## config.mk

```make
export PLATFORM = sky130hd
export DESIGN_NAME = dtc_timing_config
export DESIGN_NICKNAME = d
export VERILOG_FILES = /design/src/pkg/dtc_pkg.sv /design/src/verilog/dtc_timing_config.sv
export VERILOG_INCLUDE_DIRS = /design/src /design/src/pkg
export SDC_FILE = /design/constraint.sdc
export NUM_CORES = 1
export LEC_CHECK = 0
export BUFFER_PORTS_ARGS = -buffer_cell sky130_fd_sc_hd__buf_4
export CORE_UTILIZATION = 51
export DETAILED_ROUTE_END_ITERATION = 16
export PLACE_DENSITY = 0.74
export REMOVE_ABC_BUFFERS = 1
export SLEW_MARGIN = 30
export SYNTH_ARGS = -nofsm -noshare
export SYNTH_HDL_FRONTEND = slang
export SYNTH_SLANG_ARGS = --single-unit
```

## constraint.sdc

```tcl
create_clock -name REF_CLK -period 13.7 [get_ports REF_CLK]
set_clock_uncertainty 0.2 [all_clocks]
set_input_delay 2.055 -clock REF_CLK [delete_from_list [all_inputs] [get_ports REF_CLK]]
set_output_delay 2.055 -clock REF_CLK [all_outputs]
set_load 0.03 [all_outputs]
```

## src/pkg/dtc_map.svh

```systemverilog
`ifndef DTC_MAP_SVH
`define DTC_MAP_SVH

// register byte offsets
`define DTC_OFS_CTRL 4'h0
`define DTC_OFS_STAT 4'h4

// memory_timing_control reset value and writable bits
`define DTC_CTRL_RST 32'h0000_0000
`define DTC_CTRL_WMASK 32'hf8bb_ffff

// memory_timing_control field positions
`define DTC_POS_ROW_HOLD 31
`define DTC_POS_REFRESH_WAIT 27
`define DTC_POS_CAS_NEG 23
`define DTC_POS_ROW_PRE 19
`define DTC_POS_ROW_COL 16
`define DTC_POS_WR_PRE 13
`define DTC_POS_REF_ASSERT 10
`define DTC_POS_BURST 9
`define DTC_POS_WIDTH 7
`define DTC_POS_MUX_EXT 6
`define DTC_POS_COL_MUX 3
`define DTC_POS_EXT_OUT 0

// status register field positions
`define DTC_POS_ST_ACT_OK 0
`define DTC_POS_ST_PRE_OK 1
`define DTC_POS_ST_RAS_HOLD 2
`define DTC_POS_ST_CFG_ERR 3
`define DTC_POS_ST_ACT_CNT 8
`define DTC_POS_ST_PRE_CNT 16
`define DTC_POS_ST_RAS_CNT 24

// timing counts in clock cycles, plus the base column bit count
`define DTC_REFRESH_WAIT_STEP 6'h03
`define DTC_REF_ASSERT_BASE 4'h2
`define DTC_SD_REFRESH_BASE 6'h04
`define DTC_ROW_COL_BASE 3'h2
`define DTC_COL_BITS_BASE 4'h8

`endif

```

## src/pkg/dtc_pkg.sv

```systemverilog
package dtc_pkg;

  // bus handshake state, value is the waitrequest level
  typedef enum logic {
    BUS_ACK = 1'b0,
    BUS_WAIT = 1'b1
  } dtc_bus_e;

  typedef enum logic [1:0] {
    W64 = 2'b00,
    W_BAD = 2'b01,
    W16 = 2'b10,
    W32 = 2'b11
  } dtc_width_e;

  typedef enum logic [2:0] {
    S8 = 3'b000,
    S16 = 3'b001,
    S32 = 3'b010,
    S64 = 3'b011,
    S32B = 3'b100
  } dtc_size_e;

  typedef enum logic [1:0] {
    XF_SINGLE = 2'b00,
    XF_PAGE = 2'b01,
    XF_EDO = 2'b10,
    XF_SD_BURST = 2'b11
  } dtc_xfer_e;

  // sequencer events, one-cycle pulses
  typedef struct packed {
    logic precharge;
    logic refresh;
    logic write_end;
  } dtc_event_s;

  // decoded configuration for the sequencer
  typedef struct packed {
    logic [1:0] cas_cyc;
    logic [2:0] rc_cyc;
    dtc_width_e width;
    logic [3:0] col_bits;
    logic [4:0] row_shift;
    dtc_xfer_e xfer;
    logic burst;
    logic cfg_err;
  } dtc_cfg_s;

  typedef struct packed {
    dtc_bus_e bus;
    logic [31:0] rdata;
    logic [31:0] ctrl;
    logic [5:0] act_cnt;
    logic [2:0] pre_cnt;
    logic [3:0] ras_cnt;
    logic act_ok;
    logic pre_ok;
    logic ras_hold;
    dtc_cfg_s cfg;
  } dtc_state_s;

endpackage

```

## src/verilog/dtc_timing_config.sv

```systemverilog
// Decided for this implementation: the Avalon-MM slave port and the register offsets.
`timescale 1ns/1ps
`default_nettype none
`include "dtc_map.svh"

module dtc_timing_config (
  // clock and reset
  input wire logic REF_CLK,
  input wire logic RST_N,
  // register slave
  input wire logic [3:0] AVS_ADDRESS,
  input wire logic AVS_READ,
  input wire logic AVS_WRITE,
  input wire logic [31:0] AVS_WRITEDATA,
  input wire logic [3:0] AVS_BYTEENABLE,
  output logic [31:0] AVS_READDATA,
  output logic AVS_WAITREQUEST,
  // sequencer side
  input wire logic SDRAM_SEL,
  input wire logic MEM_AREA,
  input wire dtc_pkg::dtc_width_e AREA_WIDTH,
  input wire dtc_pkg::dtc_size_e XFER_SIZE,
  input wire dtc_pkg::dtc_event_s EVENTS,
  // timing permits
  output logic ACT_ALLOW,
  output logic PRE_ALLOW,
  output logic RAS_HOLD,
  // decoded configuration
  output dtc_pkg::dtc_cfg_s CFG
);

  dtc_pkg::dtc_state_s s_q;
  dtc_pkg::dtc_state_s s_d;

  // byte-enable merge of a bus write
  function automatic logic [31:0] dtc_merge(input logic [31:0] old, input logic [31:0] wd,
                                            input logic [3:0] be);
    logic [31:0] r;
    r = old;
    for (int i = 0; i < 4; i++) begin
      if (be[i]) begin
        r[8*i +: 8] = wd[8*i +: 8];
      end
    end
    return r;
  endfunction

  // word decode, shared by read and write paths
  function automatic logic dtc_hit(input logic [3:0] addr, input logic [3:0] ofs);
    return addr[3:2] == ofs[3:2];
  endfunction

  function automatic logic [5:0] dtc_max(input logic [5:0] a, input logic [5:0] b);
    return (a > b) ? a : b;
  endfunction

  // address bits consumed by one beat of the given width
  function automatic logic [1:0] dtc_lane_shift(input dtc_pkg::dtc_width_e w);
    logic [1:0] r;
    r = 2'h2;
    unique case (w)
      dtc_pkg::W64: r = 2'h3;
      dtc_pkg::W32: r = 2'h2;
      dtc_pkg::W16: r = 2'h1;
      dtc_pkg::W_BAD: r = 2'h2;
    endcase
    return r;
  endfunction

  // whole next state; reset is synchronous so it is folded in here
  always_comb begin
    dtc_pkg::dtc_state_s b;
    dtc_pkg::dtc_event_s ev;
    logic [31:0] ctrl;
    logic [31:0] stat;
    logic req;
    logic sd;
    logic row_hold_mode;
    logic cas_negation_period;
    logic be;
    logic edo;
    logic ext;
    logic [2:0] refresh_precharge_wait;
    logic [2:0] row_precharge_period;
    logic [1:0] row_to_column_delay;
    logic [2:0] write_precharge_delay;
    logic [2:0] refresh_assert_period;
    logic [2:0] column_address_mux;
    logic [1:0] sz;
    logic [5:0] act_load;
    logic [5:0] act_dec;
    logic [2:0] pre_dec;
    logic page;
    // defaults first so no path leaves a latch behind
    ctrl = 32'h0000_0000;
    stat = 32'h0000_0000;
    sd = 1'b0;
    row_hold_mode = 1'b0;
    cas_negation_period = 1'b0;
    be = 1'b0;
    edo = 1'b0;
    ext = 1'b0;
    refresh_precharge_wait = 3'h0;
    row_precharge_period = 3'h0;
    row_to_column_delay = 2'h0;
    write_precharge_delay = 3'h0;
    refresh_assert_period = 3'h0;
    column_address_mux = 3'h0;
    sz = 2'h0;
    act_load = 6'h00;
    act_dec = 6'h00;
    pre_dec = 3'h0;
    page = 1'b0;
    b = s_q;
    ev = EVENTS;
    req = AVS_READ | AVS_WRITE;
    if (!RST_N) begin
      b = '0;
      b.bus = dtc_pkg::BUS_WAIT;
      b.ctrl = `DTC_CTRL_RST;
      ev = '0;
      req = 1'b0;
    end
    s_d = b;
    ctrl = b.ctrl;
    sd = SDRAM_SEL;

    // status word shows the live timing state
    stat = 32'h0000_0000;
    stat[`DTC_POS_ST_ACT_OK] = b.act_ok;
    stat[`DTC_POS_ST_PRE_OK] = b.pre_ok;
    stat[`DTC_POS_ST_RAS_HOLD] = b.ras_hold;
    stat[`DTC_POS_ST_CFG_ERR] = b.cfg.cfg_err;
    stat[`DTC_POS_ST_ACT_CNT +: 6] = b.act_cnt;
    stat[`DTC_POS_ST_PRE_CNT +: 3] = b.pre_cnt;
    stat[`DTC_POS_ST_RAS_CNT +: 4] = b.ras_cnt;

    // one wait cycle per access keeps every output a plain flop
    s_d.bus = dtc_pkg::BUS_WAIT;
    if (req && b.bus == dtc_pkg::BUS_WAIT) begin
      s_d.bus = dtc_pkg::BUS_ACK;
      if (dtc_hit(AVS_ADDRESS, `DTC_OFS_CTRL)) begin
        s_d.rdata = b.ctrl;
      end else if (dtc_hit(AVS_ADDRESS, `DTC_OFS_STAT)) begin
        s_d.rdata = stat;
      end else begin
        s_d.rdata = 32'h0000_0000;
      end
    end
    // write lands on the edge that sees waitrequest low
    if (AVS_WRITE && b.bus == dtc_pkg::BUS_ACK && dtc_hit(AVS_ADDRESS, `DTC_OFS_CTRL)) begin
      ctrl = dtc_merge(b.ctrl, AVS_WRITEDATA, AVS_BYTEENABLE) & `DTC_CTRL_WMASK;
    end
    s_d.ctrl = ctrl;

    // field extraction from the word in force next cycle
    row_hold_mode = ctrl[`DTC_POS_ROW_HOLD];
    refresh_precharge_wait = ctrl[`DTC_POS_REFRESH_WAIT +: 3];
    cas_negation_period = ctrl[`DTC_POS_CAS_NEG];
    row_precharge_period = ctrl[`DTC_POS_ROW_PRE +: 3];
    row_to_column_delay = ctrl[`DTC_POS_ROW_COL +: 2];
    write_precharge_delay = ctrl[`DTC_POS_WR_PRE +: 3];
    refresh_assert_period = ctrl[`DTC_POS_REF_ASSERT +: 3];
    be = ctrl[`DTC_POS_BURST];
    sz = ctrl[`DTC_POS_WIDTH +: 2];
    ext = ctrl[`DTC_POS_MUX_EXT];
    column_address_mux = ctrl[`DTC_POS_COL_MUX +: 3];
    edo = ctrl[`DTC_POS_EXT_OUT];

    // dram refresh: ras held for code plus two cycles
    s_d.ras_cnt = (b.ras_cnt == 4'h0) ? 4'h0 : b.ras_cnt - 4'h1;
    if (ev.refresh && !sd) begin
      s_d.ras_cnt = 4'(refresh_assert_period) + `DTC_REF_ASSERT_BASE;
    end
    s_d.ras_hold = s_d.ras_cnt != 4'h0;

    // active lockout: worst case of every pending cause wins
    act_load = 6'h00;
    if (ev.precharge) begin
      act_load = sd ? 6'(row_precharge_period) + 6'h01 : 6'(row_precharge_period);
    end
    if (ev.write_end && sd && !row_hold_mode) begin
      act_load = dtc_max(act_load, 6'(row_precharge_period) + 6'h01 + 6'(write_precharge_delay) + 6'h01);
    end
    if (ev.refresh && sd) begin
      act_load = dtc_max(act_load, 6'(refresh_precharge_wait) * `DTC_REFRESH_WAIT_STEP + 6'(refresh_assert_period)
                                   + `DTC_SD_REFRESH_BASE);
    end
    // dram refresh ends when ras drops; precharge wait runs from there
    if (!sd && b.ras_cnt == 4'h1) begin
      act_load = dtc_max(act_load, dtc_max(6'(refresh_precharge_wait) * `DTC_REFRESH_WAIT_STEP, 6'(row_precharge_period)));
    end
    act_dec = (b.act_cnt == 6'h00) ? 6'h00 : b.act_cnt - 6'h01;
    s_d.act_cnt = dtc_max(act_dec, act_load);
    s_d.act_ok = (s_d.act_cnt == 6'h00) && !s_d.ras_hold;

    // row hold mode: write to next precharge gap
    pre_dec = (b.pre_cnt == 3'h0) ? 3'h0 : b.pre_cnt - 3'h1;
    s_d.pre_cnt = pre_dec;
    if (ev.write_end && sd && row_hold_mode) begin
      s_d.pre_cnt = 3'(write_precharge_delay) + 3'h1;
    end
    s_d.pre_ok = s_d.pre_cnt == 3'h0;

    // cas negation only matters on the dram interface
    s_d.cfg.cas_cyc = (!sd && cas_negation_period) ? 2'h2 : 2'h1;

    // row to column delay; banned sdram code clamps to the shortest
    if (sd) begin
      s_d.cfg.rc_cyc = (row_to_column_delay == 2'b00) ? `DTC_ROW_COL_BASE : 3'(row_to_column_delay) + 3'h1;
    end else begin
      s_d.cfg.rc_cyc = 3'(row_to_column_delay) + `DTC_ROW_COL_BASE;
    end

    // memory areas take the control word width, others the area width
    s_d.cfg.width = MEM_AREA ? dtc_pkg::dtc_width_e'(sz) : AREA_WIDTH;

    // column bits and row shift; sdram adds extension and a bank bit
    s_d.cfg.col_bits = `DTC_COL_BITS_BASE + 4'(column_address_mux) + ((sd && ext) ? 4'h1 : 4'h0);
    s_d.cfg.row_shift = 5'(s_d.cfg.col_bits) + 5'(dtc_lane_shift(dtc_pkg::dtc_width_e'(sz)))
                        + (sd ? 5'h01 : 5'h00);

    // transfer mode selection
    page = (XFER_SIZE == dtc_pkg::S32B)
           || (sz == 2'b10 && (XFER_SIZE == dtc_pkg::S32 || XFER_SIZE == dtc_pkg::S64))
           || (sz == 2'b11 && XFER_SIZE == dtc_pkg::S64);
    s_d.cfg.burst = sd | be;
    if (sd) begin
      s_d.cfg.xfer = dtc_pkg::XF_SD_BURST;
    end else if (!be) begin
      s_d.cfg.xfer = dtc_pkg::XF_SINGLE;
    end else if (edo) begin
      s_d.cfg.xfer = dtc_pkg::XF_EDO;
    end else begin
      s_d.cfg.xfer = page ? dtc_pkg::XF_PAGE : dtc_pkg::XF_SINGLE;
    end

    // flag banned settings; hardware runs on the raw codes, except sdram row to column code 00, which clamps
    s_d.cfg.cfg_err = (sd && write_precharge_delay > 3'h4)
                      || (sz == 2'b01) || (sd && sz == 2'b10)
                      || (!sd && !be && edo)
                      || (!sd && (column_address_mux > 3'h4 || ext))
                      || (sd && row_to_column_delay == 2'b00)
                      || (sd && row_hold_mode && (row_precharge_period == 3'h0 || row_precharge_period >= 3'h3
                          || row_to_column_delay == 2'b11 || write_precharge_delay >= 3'h2))
                      || (!sd && row_hold_mode && !be);
  end

  // single state register, synchronous reset handled above
  always_ff @(posedge REF_CLK) begin
    s_q <= s_d;
  end

  // all outputs straight from the state register
  assign AVS_READDATA = s_q.rdata;
  assign AVS_WAITREQUEST = s_q.bus;
  assign ACT_ALLOW = s_q.act_ok;
  assign PRE_ALLOW = s_q.pre_ok;
  assign RAS_HOLD = s_q.ras_hold;
  assign CFG = s_q.cfg;

endmodule
`default_nettype wire
```

After elaboration in Yosys (flattened, before gate mapping)
Cells that the tools add are included.

$lt $le $gt $ge: 9. Muxes and demuxes: 36. Reduce and logical (&&, ||, !) cells: 53. Multipliers: 1. Eq/ne operators: 10. Add/subtract/negate cells: 16. Bitwise operators: 3.

Operators with widths (number): two-way mux 101 bit (1); two-way mux 32 bit (2); two-way mux 6 bit (10); two-way mux 33 bit (1); two-way mux 8 bit (4); two-way mux 28 bit (1); logical AND 1 bit (24); greater-than comparator 6 bit (3); two-way mux 3 bit (5); logical OR 1 bit (14); zero test 6 bit (2); zero test 3 bit (3); two-way mux 2 bit (4); two-way mux 4 bit (2); adder 5 x 1 -> 6 bit, second input constant (1); adder 5 x 3 -> 6 bit (1); adder 6 x 3 -> 6 bit, second input constant (1); == test 2 bit, second input constant (3); == test 3 x 2 -> 1 bit, second input constant (2); greater-or-equal comparator 3 x 2 -> 1 bit, second input constant (2); greater-than comparator 3 bit, second input constant (2); greater-than comparator 6 x 5 -> 1 bit (1); zero test 2 bit (3); one-hot mux 2 bit (3 select lines) (1); other kinds (27) (35).

Register bits: 101. Input port bits: 54. Logic and storage cells: 146.

Depth between registers and ports, before layout
Depth after elaboration: 21. Depth in mapped cells: 45. Gate-level depth less buffers: 42.

Worst setup path after synthesis
No wires, ideal clock.

Path type: input to register. Start: input port AVS_ADDRESS[3]. End: register s_q, in the netlist ACT_ALLOW. Stages: 41. Data required time: 13.440 ns. Data arrival time: 10.433 ns. Path slack: 3.006 ns. Cells stage by stage: or4b_4 -> buf_6 -> nor2_1 -> and2_1 -> a31oi_1 -> inv_1 -> ha_1 -> inv_1 -> ha_1 -> ha_1 -> a21oi_1 -> xor2_1 -> ha_1 -> o21ai_0 -> a21oi_1 -> a21o_1 -> buf_2 -> and2_1 -> (+5 left out) -> nor2_1 -> a211oi_1 -> a21oi_1 -> ha_1 -> nor2b_1 -> o31ai_1 -> a21oi_1 -> nor2_1 -> mux2_2 -> ha_1 -> a21oi_1 -> a21o_1 -> a21oi_1 -> clkbuf_1 -> o21ai_0 -> or2_2 -> a2111oi_2 -> o2111a_1.

RTL lines: start, declared (line dtc_timing_config.sv:11) `input wire logic [3:0] AVS_ADDRESS,`; end signal, assigned (line dtc_timing_config.sv:251) `s_q <= s_d;`; end, declared (line dtc_timing_config.sv:32) `dtc_pkg::dtc_state_s s_q;`.

==> impl_metrics.toml <==
[outcome]
status = "complete, no violations"

[clock_tree]
cts_hold_repair.buffers = 0
cts.path.max_buffers = 2
h-tree-depth = 3
postCtsSetupRepairBufs = 0
worstSkewPairLatency_ps = 350
post_cts_resized = 0
cts_root_buf = "clkbuf_16"
cts_sinks = 101
numCtsBuffers = 9
cts.clk_slew.worst_paths_ps = 70
cts_tree = "yes"

[critical_path]
crit_cells = 38
arrival_ps = 12580
cp_top_family = "compound AO/OA/AOI/OAI gates"
cpMostUsedCell = "ha_1"
rr_worst_depth = 37
r2r_start = "AVS_WAITREQUEST"
slowest_stage = "a21oi_1"
required_ps = 13790
crit_type = "in2reg"
r2r_slack_ps = 2810
crit_path_max_fanout = 15
r2r-end = "ACT_ALLOW"
start_kind = "primary input"
slowest_delay_ps = 650
crit_path_end_kind = "register"
worst-path-buf-inv = 3

[layout]
final_cells = 822
final_util_pct = 60.4
antenna_cells = 0
num-nets-final = 782
fin_area_um2 = 6600
drive_gt1_share_pct = 20.7
areaGrowthSynthToFinish_pct = 13.8

[pwr]
p_leak_nw = 3.09
vdd_ir_drop_max_uv = 89.0
p_per_area_nw_per_um2 = 121
finalPower_mw = 0.802

[die]
dieArea_um2 = 11800
initial_core_util_pct = 53.0
ios = 110
fp-row-count = 38
core_area_um2 = 10900
fp.dieH_um = 109
fp.dieW_um = 109

[hold_path]
whs_path_depth = 1
worstHoldStart = "s_q[58]"
hold_end = "s_q[58]"
hp-class = "reg2reg"

[timing]
hold_violations = 0
layout_setup_ws_ps = 1200
whs_ps = 297
clock.fmax_mhz = 80.0
setup_viol = 0
final-max-slew-violation-count = 0
worst_pin_slew_ps = 846
grt_setup_unrepaired = "false"
tns_ps = 0
layout_min_cycle_time_ps = 12500
maxSlewHeadroom_pct = 43.6
period_share_pct = 91.2

[logic_synthesis]
avgSynthCellArea_um2 = 9.16
synth_commonest_cells = "79 x nand2_1, 69 x dfxtp_1, 52 x buf_4, 46 x ha_1, 45 x inv_1"
async_reset_ff_share_pct = 0
netlist_top_cells_area = "dfxtp_1 24%, edfxtp_1 17%, ha_1 9.9%, buf_4 6.7%, nand2_1 5.1%"
yosysWarnings = 0
synth_cell_types = 62
synth-seq-area-share_pct = 40.4
synth-seq-cells = 101
yosys.area.top_type_share_pct = 23.8
synth_edf_count = 32
yosysMostFrequentCell = "nand2_1"
synth_ff_type = "dfxtp_1"
yosysTopAreaCell = "dfxtp_1"
synth_area_um2 = 5800
netlist_instances = 633

[global_route]
grt_pass1_wl_um = 22500
grt_max_degree = 52
grtUsageTotal_pct = 25.2
antenna_found_initial = 0
overflow = 0
grt_pass1_vias = 4491

[routing]
dr.pass1.iters = 5
drc = 0
via_per_inst = 5.79
wl_per_cell_um = 17.6
drtAntennaViolNets = 0
num_vias = 4761
routed_wl_um = 14500
drt_iter0_drc = 384

[place]
place_ws_ps = 1220
dpl_cell_area_um2 = 6310
dp.cells = 806
place.gp.congestion = 0.889
dp_hpwl_um = 10900
port_buffers = 102

[job]
maxCapViolations = 0
-- kinds of logic (layout without fill, tap and decap cells) --
| logic type | count (synthesis) | after routing | share of synthesized area [%] |
|---|---|---|---|
| flip-flops | 101 | 101 | 40.4 |
| adder cells (fa/ha/maj) | 51 | 51 | 11.7 |
| AO/OA/AOI/OAI | 133 | 133 | 15.7 |
| buffers and inverters | 122 | 171 | 11.4 |
| AND/OR/NAND/NOR | 206 | 206 | 17.5 |
| XOR/XNOR | 10 | 10 | 1.51 |
| multiplexers | 10 | 10 | 1.79 |
-- final cells by class --
type,count,area [um2]
Fill cell,935,4340
Sequential cell,101,2340
Clock buffer,9,225
Multi-Input combinational cell,410,2800
Inverter,46,173
Tap cell,140,175
Timing Repair Buffer,109,818
Clock inverter,7,62.6
-- how the worst max path moves through the flow --
stage | from | endpoint | slack [ps]
after detailed placement | AVS_ADDRESS[3] | ACT_ALLOW | 1220
after global placement | AVS_ADDRESS[3] | ACT_ALLOW | 1360
after global routing | AVS_ADDRESS[3] | ACT_ALLOW | 690
after CTS | AVS_ADDRESS[3] | ACT_ALLOW | 1450
final | AVS_ADDRESS[3] | ACT_ALLOW | 1200
after floorplan | AVS_ADDRESS[3] | ACT_ALLOW | 3060
-- worst register-to-register path: cells and delay by family (launching register included) --
family / cells / cell delay [ps]
compound gates: 15 / 3930
xor+xnor: 1 / 230
fa+ha+maj: 7 / 2090
buf+inv: 2 / 250
flops: 1 / 340
mux: 3 / 1440
simple gates: 9 / 2360
-- routing by layer --
metal,share of wire (%),GRT usage [%]
met3,7.5,5.08
met5,0,0
met4,2.5,10.6
met2,48,43.2
met1,42,30.8
-- sequential cells by signal (all words and copies together) (netlist names) --
signal           count
s_q                 45
PRE_ALLOW            1
CFG                 20
AVS_READDATA        32
RAS_HOLD             1
AVS_WAITREQUEST      1
ACT_ALLOW            1
-- power breakdown --
| part | switching (mW) | internal (mW) | leakage, nW |
|---|---|---|---|
| clock | 0.120 | 0.126 | 0.140 |
| sequential | 0.0144 | 0.327 | 0.905 |
| combinational | 0.126 | 0.0890 | 2.04 |
-- cells in the final DEF, fill, tap and decap left out, drive strengths merged, types with 5 or more instances in the layout --
master and instances:
a21o 10, inv 47, a21oi 29, or3 7, a211oi 5, dfxtp 69, a22o 12, nand3 14
fa 5, edfxtp 32, and2 10, nand4 9, o21a 5, clkbuf 9, and3 11, a32o 5
ha 46, mux2i 7, nand2 79, or2 5, nor4 13, buf 109, clkinv 5, o21ai 32
nor2 33, xor2 6, nor3 7
(Power assumes the default switching activity.)
